### src/common/gpfm_pkg.sv
/*
 pin-function map package: port D register offsets, reset values,
 pin-select field layout and test-access state encoding.
 assumes a 32-bit apb slave with word-aligned registers.
*/
`default_nettype none
package gpfm_pkg;
   // register indices; byte address is four times the index
   localparam logic [3:0] GPFM_IDX_PULLUP   = 4'h0;
   localparam logic [3:0] GPFM_IDX_DATA     = 4'h1;
   localparam logic [3:0] GPFM_IDX_DIR      = 4'h2;
   localparam logic [3:0] GPFM_IDX_PEREN    = 4'h3;
   localparam logic [3:0] GPFM_IDX_IASSERT  = 4'h4;
   localparam logic [3:0] GPFM_IDX_IEN      = 4'h5;
   localparam logic [3:0] GPFM_IDX_IPOL     = 4'h6;
   localparam logic [3:0] GPFM_IDX_IPEND    = 4'h7;
   localparam logic [3:0] GPFM_IDX_IEDGE    = 4'h8;
   localparam logic [3:0] GPFM_IDX_PUSHPULL = 4'h9;
   localparam logic [3:0] GPFM_IDX_RAW      = 4'hA;
   localparam logic [3:0] GPFM_IDX_PINSEL   = 4'hB;
   localparam logic [3:0] GPFM_IDX_PORTB    = 4'hC;
   localparam logic [3:0] GPFM_IDX_PORTC    = 4'hD;
   localparam logic [3:0] GPFM_IDX_EXTERNAL_CLOCK_INPUT    = 4'hE;
   // reset values of the port B, C and D registers
   localparam logic [3:0] GPFM_RST_ONES     = 4'hF;
   localparam logic [3:0] GPFM_RST_ZERO     = 4'h0;
   localparam logic [7:0] GPFM_RST_PORTC_AN = 8'hFF;
   localparam logic [7:0] GPFM_RST_BYTE0    = 8'h00;
   // pin-select bit for each upper port B pin (bit n selects pin n)
   localparam int GPFM_PINSEL_W = 8;
   // tms-high edges that force the test-access reset state
   localparam int GPFM_TMS_RESET_EDGES = 5;
   typedef enum logic [3:0] {
      GPFM_TAP_RESET, GPFM_TAP_IDLE, GPFM_TAP_SEL_DR, GPFM_TAP_CAP_DR,
      GPFM_TAP_SHIFT_DR, GPFM_TAP_EX1_DR, GPFM_TAP_PAUSE_DR,
      GPFM_TAP_EX2_DR, GPFM_TAP_UPD_DR, GPFM_TAP_SEL_IR, GPFM_TAP_CAP_IR,
      GPFM_TAP_SHIFT_IR, GPFM_TAP_EX1_IR, GPFM_TAP_PAUSE_IR,
      GPFM_TAP_EX2_IR, GPFM_TAP_UPD_IR
   } gpfm_tap_e;
endpackage : gpfm_pkg
`default_nettype wire

### src/rtl/gpfm_pin_map.sv
/*
 general purpose pin-function map: port D register set behind apb,
 upper port B alternate-function selection, port C analog defaults
 and the test-access state machine on the port D pins.
 assumes a zero-wait apb master on i_mclk and pins asynchronous to it.
*/
// Summary of operation
// - port B pins 3,4,5,7 reset to gpio; when enabled, a pin-select bit picks one of two alternate signals.
// - port C bits 3 and 7 keep register bits and, like the others, reset to analog input function.
// - power-on reset puts the test-access state machine in its reset state.
// - tms held high for five consecutive rising tck edges puts the state machine in reset.
// - there is no test-reset pin; only power-on reset or the tms sequence resets the state machine.
// - pull-up, peripheral-enable and push-pull bits reset to ones; the other port D registers reset to zero.
`timescale 1ns/1ps
`default_nettype none
module gpfm_pin_map
   import gpfm_pkg::*;
#(
   parameter int PD_W = 4
) (
   // clock and reset
   input  wire logic        i_mclk,
   input  wire logic        i_rstn,
   // apb slave
   input  wire logic        i_psel,
   input  wire logic        i_penable,
   input  wire logic        i_pwrite,
   input  wire logic [11:0] i_paddr,
   input  wire logic [31:0] i_pwdata,
   output logic      [31:0] o_prdata,
   output logic             o_pready,
   output logic             o_pslverr,
   // port D pins
   input  wire logic [3:0]  i_portd_pin,
   output logic      [3:0]  o_portd_out,
   output logic      [3:0]  o_portd_oe,
   output logic      [3:0]  o_portd_pullup,
   // test-access port state
   output logic      [3:0]  o_tap_state,
   output logic             o_tap_in_reset,
   // port B upper-pin function controls
   output logic      [7:0]  o_portb_periph_en,
   output logic      [7:0]  o_portb_alt_sel,
   output logic             o_external_clock_input_en,
   // port C analog function
   output logic      [7:0]  o_portc_analog_en,
   // port D interrupt
   output logic      [3:0]  o_portd_irq
);
   // registers
   logic [3:0] pullup_q, data_q, dir_q, peren_q, iassert_q, ien_q;
   logic [3:0] ipol_q, iedge_q, pushpull_q;
   logic [7:0] pinsel_q, portb_q, portc_q;
   logic       external_clock_input_q;
   logic [31:0] prdata_q;
   logic        pready_q, pslverr_q;
   logic [3:0]  pin_s, pin_prev_q;
   // test-access
   gpfm_tap_e   tap_q, tap_d;
   logic        tck_prev_q, tck_rise, tap_rst_q;
   logic [2:0]  tms_cnt_q, tms_cnt_d;
   logic [3:0]  out_q, oe_q, pu_q;
   logic [3:0]  irq_q;

   gpfm_sync3 #(.W(4)) u_sync (
      .i_mclk  (i_mclk),
      .i_rstn  (i_rstn),
      .i_async (i_portd_pin),
      .o_sync  (pin_s)
   );

   // apb decode
   wire        acc     = i_psel & ~i_penable;
   wire        wr_en   = acc & i_pwrite;
   wire        rd_en   = acc & ~i_pwrite;
   wire [3:0]  idx     = i_paddr[5:2];
   wire        aligned = (i_paddr[1:0] == 2'h0) && (i_paddr[11:6] == '0);
   wire        mapped  = aligned && (idx <= GPFM_IDX_EXTERNAL_CLOCK_INPUT);
   wire [3:0]  wd      = i_pwdata[3:0];
   wire        wr_hit  = wr_en & mapped;

   // tck edge and tms level from synchronised pins
   wire        tck_s   = pin_s[2];
   wire        tms_s   = pin_s[3];
   assign tck_rise = tck_s & ~tck_prev_q;

   // edge events on port D pins per selected polarity
   wire [3:0]  rise    = pin_s & ~pin_prev_q;
   wire [3:0]  fall    = ~pin_s & pin_prev_q;
   wire [3:0]  edge_ev = (ipol_q & fall) | (~ipol_q & rise);
   wire [3:0]  iedge_clr = (wr_hit && idx == GPFM_IDX_IEDGE) ? wd : 4'h0;
   // set wins over a same-cycle clear
   wire [3:0]  iedge_d = (iedge_q & ~iedge_clr) | (edge_ev & ien_q);
   wire [3:0]  ipend   = (iedge_q | iassert_q) & ien_q;

   // read mux; upper bits are zero
   logic [15:0] rd_val;
   always_comb begin
      rd_val = 16'h0000;
      unique case (idx)
         GPFM_IDX_PULLUP:   rd_val = {12'h000, pullup_q};
         GPFM_IDX_DATA:     rd_val = {12'h000, data_q};
         GPFM_IDX_DIR:      rd_val = {12'h000, dir_q};
         GPFM_IDX_PEREN:    rd_val = {12'h000, peren_q};
         GPFM_IDX_IASSERT:  rd_val = {12'h000, iassert_q};
         GPFM_IDX_IEN:      rd_val = {12'h000, ien_q};
         GPFM_IDX_IPOL:     rd_val = {12'h000, ipol_q};
         GPFM_IDX_IPEND:    rd_val = {12'h000, ipend};
         GPFM_IDX_IEDGE:    rd_val = {12'h000, iedge_q};
         GPFM_IDX_PUSHPULL: rd_val = {12'h000, pushpull_q};
         GPFM_IDX_RAW:      rd_val = {12'h000, pin_s};
         GPFM_IDX_PINSEL:   rd_val = {8'h00, pinsel_q};
         GPFM_IDX_PORTB:    rd_val = {8'h00, portb_q};
         GPFM_IDX_PORTC:    rd_val = {8'h00, portc_q};
         GPFM_IDX_EXTERNAL_CLOCK_INPUT:    rd_val = {15'h0000, external_clock_input_q};
         default:           rd_val = 16'h0000;
      endcase
   end

   // tap next state; tms high walks toward reset from any state
   always_comb begin
      tap_d = tap_q;
      unique case (tap_q)
         GPFM_TAP_RESET:    tap_d = tms_s ? GPFM_TAP_RESET : GPFM_TAP_IDLE;
         GPFM_TAP_IDLE:     tap_d = tms_s ? GPFM_TAP_SEL_DR : GPFM_TAP_IDLE;
         GPFM_TAP_SEL_DR:   tap_d = tms_s ? GPFM_TAP_SEL_IR : GPFM_TAP_CAP_DR;
         GPFM_TAP_CAP_DR:   tap_d = tms_s ? GPFM_TAP_EX1_DR
                                          : GPFM_TAP_SHIFT_DR;
         GPFM_TAP_SHIFT_DR: tap_d = tms_s ? GPFM_TAP_EX1_DR
                                          : GPFM_TAP_SHIFT_DR;
         GPFM_TAP_EX1_DR:   tap_d = tms_s ? GPFM_TAP_UPD_DR
                                          : GPFM_TAP_PAUSE_DR;
         GPFM_TAP_PAUSE_DR: tap_d = tms_s ? GPFM_TAP_EX2_DR
                                          : GPFM_TAP_PAUSE_DR;
         GPFM_TAP_EX2_DR:   tap_d = tms_s ? GPFM_TAP_UPD_DR
                                          : GPFM_TAP_SHIFT_DR;
         GPFM_TAP_UPD_DR:   tap_d = tms_s ? GPFM_TAP_SEL_DR : GPFM_TAP_IDLE;
         GPFM_TAP_SEL_IR:   tap_d = tms_s ? GPFM_TAP_RESET : GPFM_TAP_CAP_IR;
         GPFM_TAP_CAP_IR:   tap_d = tms_s ? GPFM_TAP_EX1_IR
                                          : GPFM_TAP_SHIFT_IR;
         GPFM_TAP_SHIFT_IR: tap_d = tms_s ? GPFM_TAP_EX1_IR
                                          : GPFM_TAP_SHIFT_IR;
         GPFM_TAP_EX1_IR:   tap_d = tms_s ? GPFM_TAP_UPD_IR
                                          : GPFM_TAP_PAUSE_IR;
         GPFM_TAP_PAUSE_IR: tap_d = tms_s ? GPFM_TAP_EX2_IR
                                          : GPFM_TAP_PAUSE_IR;
         GPFM_TAP_EX2_IR:   tap_d = tms_s ? GPFM_TAP_UPD_IR
                                          : GPFM_TAP_SHIFT_IR;
         GPFM_TAP_UPD_IR:   tap_d = tms_s ? GPFM_TAP_SEL_DR : GPFM_TAP_IDLE;
      endcase
      // belt and braces: explicit count forces reset after five highs
      if (tms_cnt_d == 3'(GPFM_TMS_RESET_EDGES))
         tap_d = GPFM_TAP_RESET;
   end

   always_comb begin
      tms_cnt_d = tms_cnt_q;
      if (tck_rise) begin
         if (!tms_s)
            tms_cnt_d = 3'h0;
         else if (tms_cnt_q != 3'(GPFM_TMS_RESET_EDGES))
            tms_cnt_d = tms_cnt_q + 3'h1;
      end
   end

   // port D pin drive: peripheral pins follow tap, else gpio regs
   wire [3:0] tap_oe  = {2'b00, (tap_q == GPFM_TAP_SHIFT_DR ||
                                 tap_q == GPFM_TAP_SHIFT_IR), 1'b0};
   wire [3:0] gp_oe   = dir_q & ~peren_q;
   wire [3:0] oe_d    = (peren_q & tap_oe) | gp_oe;
   wire [3:0] out_d   = data_q & ~peren_q;
   // open-drain bits only drive low
   wire [3:0] od_oe_d = oe_d & (pushpull_q | ~out_d);

   // apb and register file
   always_ff @(posedge i_mclk or negedge i_rstn) begin
      if (!i_rstn) begin
         pullup_q   <= GPFM_RST_ONES;
         peren_q    <= GPFM_RST_ONES;
         pushpull_q <= GPFM_RST_ONES;
         data_q     <= GPFM_RST_ZERO;
         dir_q      <= GPFM_RST_ZERO;
         iassert_q  <= GPFM_RST_ZERO;
         ien_q      <= GPFM_RST_ZERO;
         ipol_q     <= GPFM_RST_ZERO;
         iedge_q    <= GPFM_RST_ZERO;
         pinsel_q   <= GPFM_RST_BYTE0;
         portb_q    <= GPFM_RST_BYTE0;
         portc_q    <= GPFM_RST_PORTC_AN;
         external_clock_input_q    <= 1'b0;
         prdata_q   <= 32'h0000_0000;
         pready_q   <= 1'b0;
         pslverr_q  <= 1'b0;
      end else begin
         iedge_q   <= iedge_d;
         pready_q  <= acc;
         pslverr_q <= acc & ~mapped;
         prdata_q  <= (rd_en & mapped) ? {16'h0000, rd_val} : 32'h0;
         if (wr_hit) begin
            unique case (idx)
               GPFM_IDX_PULLUP:   pullup_q   <= wd;
               GPFM_IDX_DATA:     data_q     <= wd;
               GPFM_IDX_DIR:      dir_q      <= wd;
               GPFM_IDX_PEREN:    peren_q    <= wd;
               GPFM_IDX_IASSERT:  iassert_q  <= wd;
               GPFM_IDX_IEN:      ien_q      <= wd;
               GPFM_IDX_IPOL:     ipol_q     <= wd;
               GPFM_IDX_PUSHPULL: pushpull_q <= wd;
               GPFM_IDX_PINSEL:   pinsel_q   <= i_pwdata[7:0];
               GPFM_IDX_PORTB:    portb_q    <= i_pwdata[7:0];
               GPFM_IDX_PORTC:    portc_q    <= i_pwdata[7:0];
               GPFM_IDX_EXTERNAL_CLOCK_INPUT:    external_clock_input_q    <= i_pwdata[0];
               default:           ;
            endcase
         end
      end
   end

   // tap, pins and outputs; no test-reset input exists
   always_ff @(posedge i_mclk or negedge i_rstn) begin
      if (!i_rstn) begin
         tap_q      <= GPFM_TAP_RESET;
         tap_rst_q  <= 1'b1;
         tms_cnt_q  <= 3'h0;
         tck_prev_q <= 1'b0;
         pin_prev_q <= 4'h0;
         out_q      <= 4'h0;
         oe_q       <= 4'h0;
         pu_q       <= GPFM_RST_ONES;
         irq_q      <= 4'h0;
      end else begin
         tck_prev_q <= tck_s;
         pin_prev_q <= pin_s;
         tms_cnt_q  <= tms_cnt_d;
         if (tck_rise) begin
            tap_q     <= tap_d;
            tap_rst_q <= (tap_d == GPFM_TAP_RESET);
         end
         out_q <= out_d;
         oe_q  <= od_oe_d;
         pu_q  <= pullup_q;
         irq_q <= ipend;
      end
   end

   assign o_prdata       = prdata_q;
   assign o_pready       = pready_q;
   assign o_pslverr      = pslverr_q;
   assign o_portd_out    = out_q;
   assign o_portd_oe     = oe_q;
   assign o_portd_pullup = pu_q;
   assign o_tap_state    = tap_q;
   assign o_tap_in_reset = tap_rst_q;
   // pins 3,4,5,7 gpio unless enabled; pin 6 rxd/sda by same field
   assign o_portb_periph_en = portb_q;
   assign o_portb_alt_sel   = pinsel_q;
   assign o_external_clock_input_en = external_clock_input_q;
   assign o_portc_analog_en = portc_q;
   assign o_portd_irq       = irq_q;
endmodule : gpfm_pin_map
`default_nettype wire

### src/rtl/gpfm_sync3.sv
/*
 three-flop synchroniser for a vector of pin inputs; the output only
 changes when the second and third stages agree.
 assumes inputs asynchronous to i_mclk.
*/
`timescale 1ns/1ps
`default_nettype none
module gpfm_sync3 #(
   parameter int W = 4
) (
   // clock and reset
   input  wire logic         i_mclk,
   input  wire logic         i_rstn,
   // data
   input  wire logic [W-1:0] i_async,
   output logic      [W-1:0] o_sync
);
   logic [W-1:0] s1_q;
   logic [W-1:0] s2_q;
   logic [W-1:0] s3_q;
   logic [W-1:0] out_d;
   logic [W-1:0] out_q;

   // first stage feeds only the second
   assign out_d  = (s2_q == s3_q) ? s3_q : out_q;
   assign o_sync = out_q;

   always_ff @(posedge i_mclk or negedge i_rstn) begin
      if (!i_rstn) begin
         s1_q  <= '0;
         s2_q  <= '0;
         s3_q  <= '0;
         out_q <= '0;
      end else begin
         s1_q  <= i_async;
         s2_q  <= s1_q;
         s3_q  <= s2_q;
         out_q <= out_d;
      end
   end
endmodule : gpfm_sync3
`default_nettype wire
### config.mk
export PLATFORM = sky130hd
export DESIGN_NAME = gpfm_pin_map
export DESIGN_NICKNAME = d
export VERILOG_FILES = /design/src/common/gpfm_pkg.sv /design/src/rtl/gpfm_pin_map.sv /design/src/rtl/gpfm_sync3.sv
export SDC_FILE = /design/constraint.sdc
export NUM_CORES = 1
export LEC_CHECK = 0
export ABC_AREA = 1
export BUFFER_PORTS_ARGS = -buffer_cell sky130_fd_sc_hd__buf_2
export CORE_MARGIN = 5
export CORE_UTILIZATION = 28
export CTS_BUF_LIST = sky130_fd_sc_hd__clkbuf_16
export DETAILED_ROUTE_END_ITERATION = 12
export PLACE_DENSITY = 0.57
export SKIP_LAST_GASP = 1
export SLEW_MARGIN = 20
export SYNTH_ARGS = -nofsm -noshare
export SYNTH_HDL_FRONTEND = slang
export SYNTH_SLANG_ARGS = --single-unit
### constraint.sdc
create_clock -name i_mclk -period 3 [get_ports i_mclk]
set_input_delay 0.6 -clock i_mclk [delete_from_list [all_inputs] [get_ports i_mclk]]
set_output_delay 0.6 -clock i_mclk [all_outputs]
set_load 0.005 [all_outputs]
### Yosys cells after proc, flatten, opt, wreduce, memory -nomap -nowiden

Cells that the tools add are included.

* flip-flop bits (word level): 116
* input bits: 53
* output and inout bits: 80
* logic and storage cells: 140

* add/sub/neg operators: 1
* $lt $le $gt $ge: 1
* eq/ne operators: 32
* muxes and demuxes: 20
* bitwise gates (word level): 33
* reduce and logical (&&, ||, !) cells: 24

Operator list (count)
* 8-bit case mux with 15 select lines: 1
* 4-bit equality test (second input constant): 15
* 4-bit case mux with 12 select lines: 1
* 4-bit bitwise AND: 10
* 4-bit by 3-bit equality test with 1-bit output (second input constant): 8
* 4-bit 2-to-1 mux: 6
* 4-bit NOT: 6
* 2-bit AND reduction: 12
* 4-bit bitwise OR: 5
* 4-bit by 2-bit equality test with 1-bit output (second input constant): 4
* 3-bit 2-to-1 mux: 5
* 4-bit zero test: 3
* 4-bit by 1-bit equality test with 1-bit output (second input constant): 2
* 8-bit 2-to-1 mux: 1
* 1-bit bitwise AND: 7
* 6-bit zero test: 1
* 2-bit 2-to-1 mux: 3
* 4-bit by 2-bit bitwise AND with 4-bit output: 1
* 4-bit equality test: 1
* 4-bit <= comparator (second input constant): 1
* 1-bit NOT: 4
* 2-bit OR reduction: 2
* 3-bit by 1-bit adder with 3-bit output (second input constant): 1
* 3-bit equality test (second input constant): 1
* other kinds (6): 10

### Depth between registers and ports, before layout

* depth after elaboration: 9
* gate-level depth with buffers: 10
* mapped depth without buffers: 10

### Cells and area by module

Synthesis repeated with hierarchy kept, for this count alone.

* cells, all modules: 652
* area, all modules: 5297.6 sq um

Modules (own cells, without submodules)
* gpfm_pin_map: instances 1, cells each 601, area each 4753.3 sq um, sequential area each 2508.7 sq um
* gpfm_sync3: instances 1, cells each 51, area each 544.3 sq um, sequential area each 400.4 sq um

### Least setup slack after synthesis

Ideal clock, no wire load.

* path kind: in2reg
* start: input port i_paddr[2]
* end: register portb_q[7] (netlist: o_portb_periph_en[7])
* library setup time: 0.121 ns
* arrival time: 1.512 ns
* data required time: 2.879 ns
* slack: 1.368 ns
* stages: 8
* path buffers: 2
* path through: nand2_1 nor2_1 nor2_2 nand3_2 buf_6 buf_4 o21ai_1 nand2_1

* cells in the longest elaborated chain, start to end: 4
* elaborated cells between the ends (all ways): 5
* those cells by class: order compare: 1; eq/ne: 1; bitwise: 1; reduce/logical: 2

Ends and longest elaborated chain
* from (decl): RTL line gpfm_pin_map.sv:28 `input wire logic [11:0] i_paddr,`
* 4-bit <= comparator: RTL line gpfm_pin_map.sv:78 `wire mapped = aligned && (idx <= GPFM_IDX_EXTERNAL_CLOCK_INPUT);`
* 1-bit logical AND: RTL line gpfm_pin_map.sv:78
* 1-bit bitwise AND: RTL line gpfm_pin_map.sv:80 `wire wr_hit = wr_en & mapped;`
* 2-bit AND reduction (no source line) *
* to (signal assigned): RTL line gpfm_pin_map.sv:210 `GPFM_IDX_PORTB: portb_q <= i_pwdata[7:0];`
* to (decl): RTL line gpfm_pin_map.sv:53 `logic [7:0] pinsel_q, portb_q, portc_q;`

Every way passes the cells marked *; elsewhere a longest branch is shown, timed or not.
A chain may end at the register's enable or synchronous reset.

### Worst setup path in the final report

* start: input port i_paddr[3]
* end: register portb_q[0] (netlist: o_portb_periph_en[0])

Same word-level chain as after synthesis.

==> key figures <==
Place
  – Area post-placement: 5890 sq um
  – GP Congestion: 0.861
  – Dpl hpwl: 10.4 mm
  – PortBufs: 84

Yosys
  – Ys async rst share: 1.00
  – Synth area leaders: dfrtp_1 (43%), dfstp_2 (12%), nand2_1 (12%), o21ai_0 (5.9%), inv_1 (5.1%)
  – Synth warn: 0
  – Synth cell count leaders: nand2_1 (174), dfrtp_1 (90), inv_1 (72)
  – Leading area contributor after synthesis: dfrtp_1
  – Number of flops mapped to enable cells by yosys: 0
  – Unique cell type count in the Yosys netlist: 29
  – Seq/Total Area, Yosys: 0.552
  – Avg Cell Area, Syn: 8.46 sq um
  – Most common cell in the netlist: nand2_1
  – Cells after synthesis: 623
  – Register bit count reported by yosys: 115
  – Netlist Area Pre-Place: 5270 sq um
  – Synth top area share: 0.427
  – Top_reg_cell synth: dfrtp_1

Worst hold path
  – Worst hold path type: input pin to async pin

Route
  – 1st-iter DRT viols: 300
  – Antenna-violating nets left: 0
  – DR WL/cell: 14.8 um
  – Avg Vias per Cell: 4.49
  – Via Count: 4345
  – DRC: 0
  – Final wirelength: 14.3 mm
  – DR pass1 iterations: 5

STA
  – Setup Viol. Count Final: 0
  – Final Cycle Share: 0.590
  – Fin. Hold Viols: 0
  – Min Tclk post-route: 1770 ps
  – Clock skew: 10.0 ps
  – Pins Over Slew Limit: 0
  – Setup_tns: 0 ps
  – Fmax: 565 MHz
  – RSZ-0062 raised after global routing: no

Cells and area
  – Fill cells: 1951
  – Post-route cell area: 6490 sq um
  – Share of post-route cells with drive strength above 1: 0.216
  – Area grow syn2layout: 23.2%
  – Multi-input gate area: 1940 sq um
  – Final nets: 775
  – Sequential cell area: 2910 sq um
  – ANT cells: 0

Clock tree
  – Htree depth: 4
  – CTS tree: yes
  – Postcts setup bufs: 0
  – Clock Latency Late Sink: 410 ps
  – Post-CTS Hold Fix Bufs: 0
  – Clock Pin Slew Worst Setup and Hold Paths: 60 ps
  – Clock Sinks: 115
  – Post-CTS sizing: 0
  – Cts bufs inserted: 17
  – Clock Tree Buf Depth: 2
  – Root Buffer: clkbuf_16

Global route
  – Number of global-route vias before repair: 4123
  – GRT Overall Usage: 0.135
  – Largest net degree at the start of global routing: 45
  – Total grt overflow: 0
  – Initial antenna violation count: 1
  – First-pass GRT wire length: 22.8 mm

Pwr
  – Leakage power: 3.29 nW
  – Power Dens Cells: 700 nW/um^2
  – Peak supply drop: 385 uV

Setup path
  – Max stage delay on crit path: 460 ps
  – Slowest-stage cell, CP: nor2_1
  – Critical path launch point type: input pin
  – CP Class: input pin to flop
  – Worst setup path startpoint: i_paddr[3]
  – Reg-to-reg startpoint: u_sync.o_sync[3]
  – Crit end category: flop
  – Worst reg2reg path depth: 8
  – Worst path required time: 3330 ps
  – Internal reg-to-reg setup slack: 1230 ps
  – Worst EP arrival: 2100 ps
  – CP max FO: 10
  – Critical path cell sequence: buf_2 -> nor2_1 -> nand2_1 -> nor2_1 -> buf_4 -> nand2_1 -> o21ai_0

Outcome
  – Outcome: finished, final reports clean

Flow run
  – Max Cap Viol: 0

Die
  – Core Rows: 50
  – IO Count: 133
  – Die width: 147 um
  – Die height: 147 um
  – Core ar.: 18600 sq um
  – Initial Utilization: 0.283
  – Die Footprint: 21700 sq um
stage by stage:
step                      std cells  hold slack, ps  setup WS, ps   util  power, mW
after floorplan                 646             304          1370      -       2.29
after global placement          935             333           799  0.316       2.51
after detailed placement        935             336           822  0.316       2.51
after CTS                       967            59.2          1220  0.348       4.60
after global routing            967            65.1          1030  0.348       4.81
final                           967            67.3          1230  0.348       4.55
cell type report:
cell class,instances,area share
flip-flops and latches,115,0.448
multi-input cells,423,0.298
repair buffers,90,0.0740
clock buffers,17,0.0655
well taps,234,0.0451
inverters,73,0.0422
clock inverters,15,0.0270
where the power goes:
group | internal (mW) | total [mW] | switching [mW]
registers | 1.67 | 1.79 | 0.118
logic | 0.236 | 0.699 | 0.462
clock network | 1.37 | 2.06 | 0.695
routing by layer:
layer	wire length (um)	up-vias	track usage
met5	13	-	0
met1	6530	2041	0.179
met4	377	2	0.0615
met3	757	26	0.0416
met2	6610	121	0.203
li1	-	2155	-
placed cells by master, fill, tap and decap left out, drive strengths merged:
cell type | Yosys | layout
buf | 30 | 90
clkinvlp | 0 | 1
o21ai | 72 | 72
dfrtp | 90 | 90
clkinv | 0 | 6
bufinv | 0 | 4
clkbuf | 5 | 17
nand3b | 1 | 1
dfstp | 25 | 25
nor3 | 3 | 3
inv | 73 | 77
xnor2 | 4 | 4
a21oi | 15 | 15
o22ai | 12 | 12
o221ai | 1 | 1
nor2 | 71 | 71
conb | 1 | 24
ha | 2 | 2
a211oi | 3 | 3
o211ai | 5 | 5
nand2 | 174 | 174
nand4 | 8 | 8
a31oi | 6 | 6
o31ai | 3 | 3
nand3 | 19 | 19
worst max-delay path, delay by kind of cell:
kind / cells / cell delay, ps
compound gates: 1 / 80
buf+inv: 2 / 370
simple gates: 4 / 1030
final timing paths:
check | endpoint
min in group i_mclk | u_sync.s1_q[3]
max reg2reg | o_tap_in_reset
max in group asynchronous | pushpull_q[2]
min reg2reg | u_sync.s2_q[2]
min | o_prdata[6]
max | o_portb_periph_en[0]
state kept, by name, indices dropped and copies added, names as in the netlist, 8 cells and up:
signal / count
o_portb_alt_sel: 8
o_portc_analog_en: 8
o_prdata: 8
o_portb_periph_en: 8
cell families after synthesis:
logic type / after synthesis / share of synthesized area
flops: 115 / 0.552
compound gates: 117 / 0.121
buf+inv: 108 / 0.0971
fa+ha+maj: 2 / 0.00475
xor+xnor: 4 / 0.00665
simple gates: 276 / 0.218
other cells: 1 / 0.000711
Note: power is estimated with default switching activity, not from simulation.
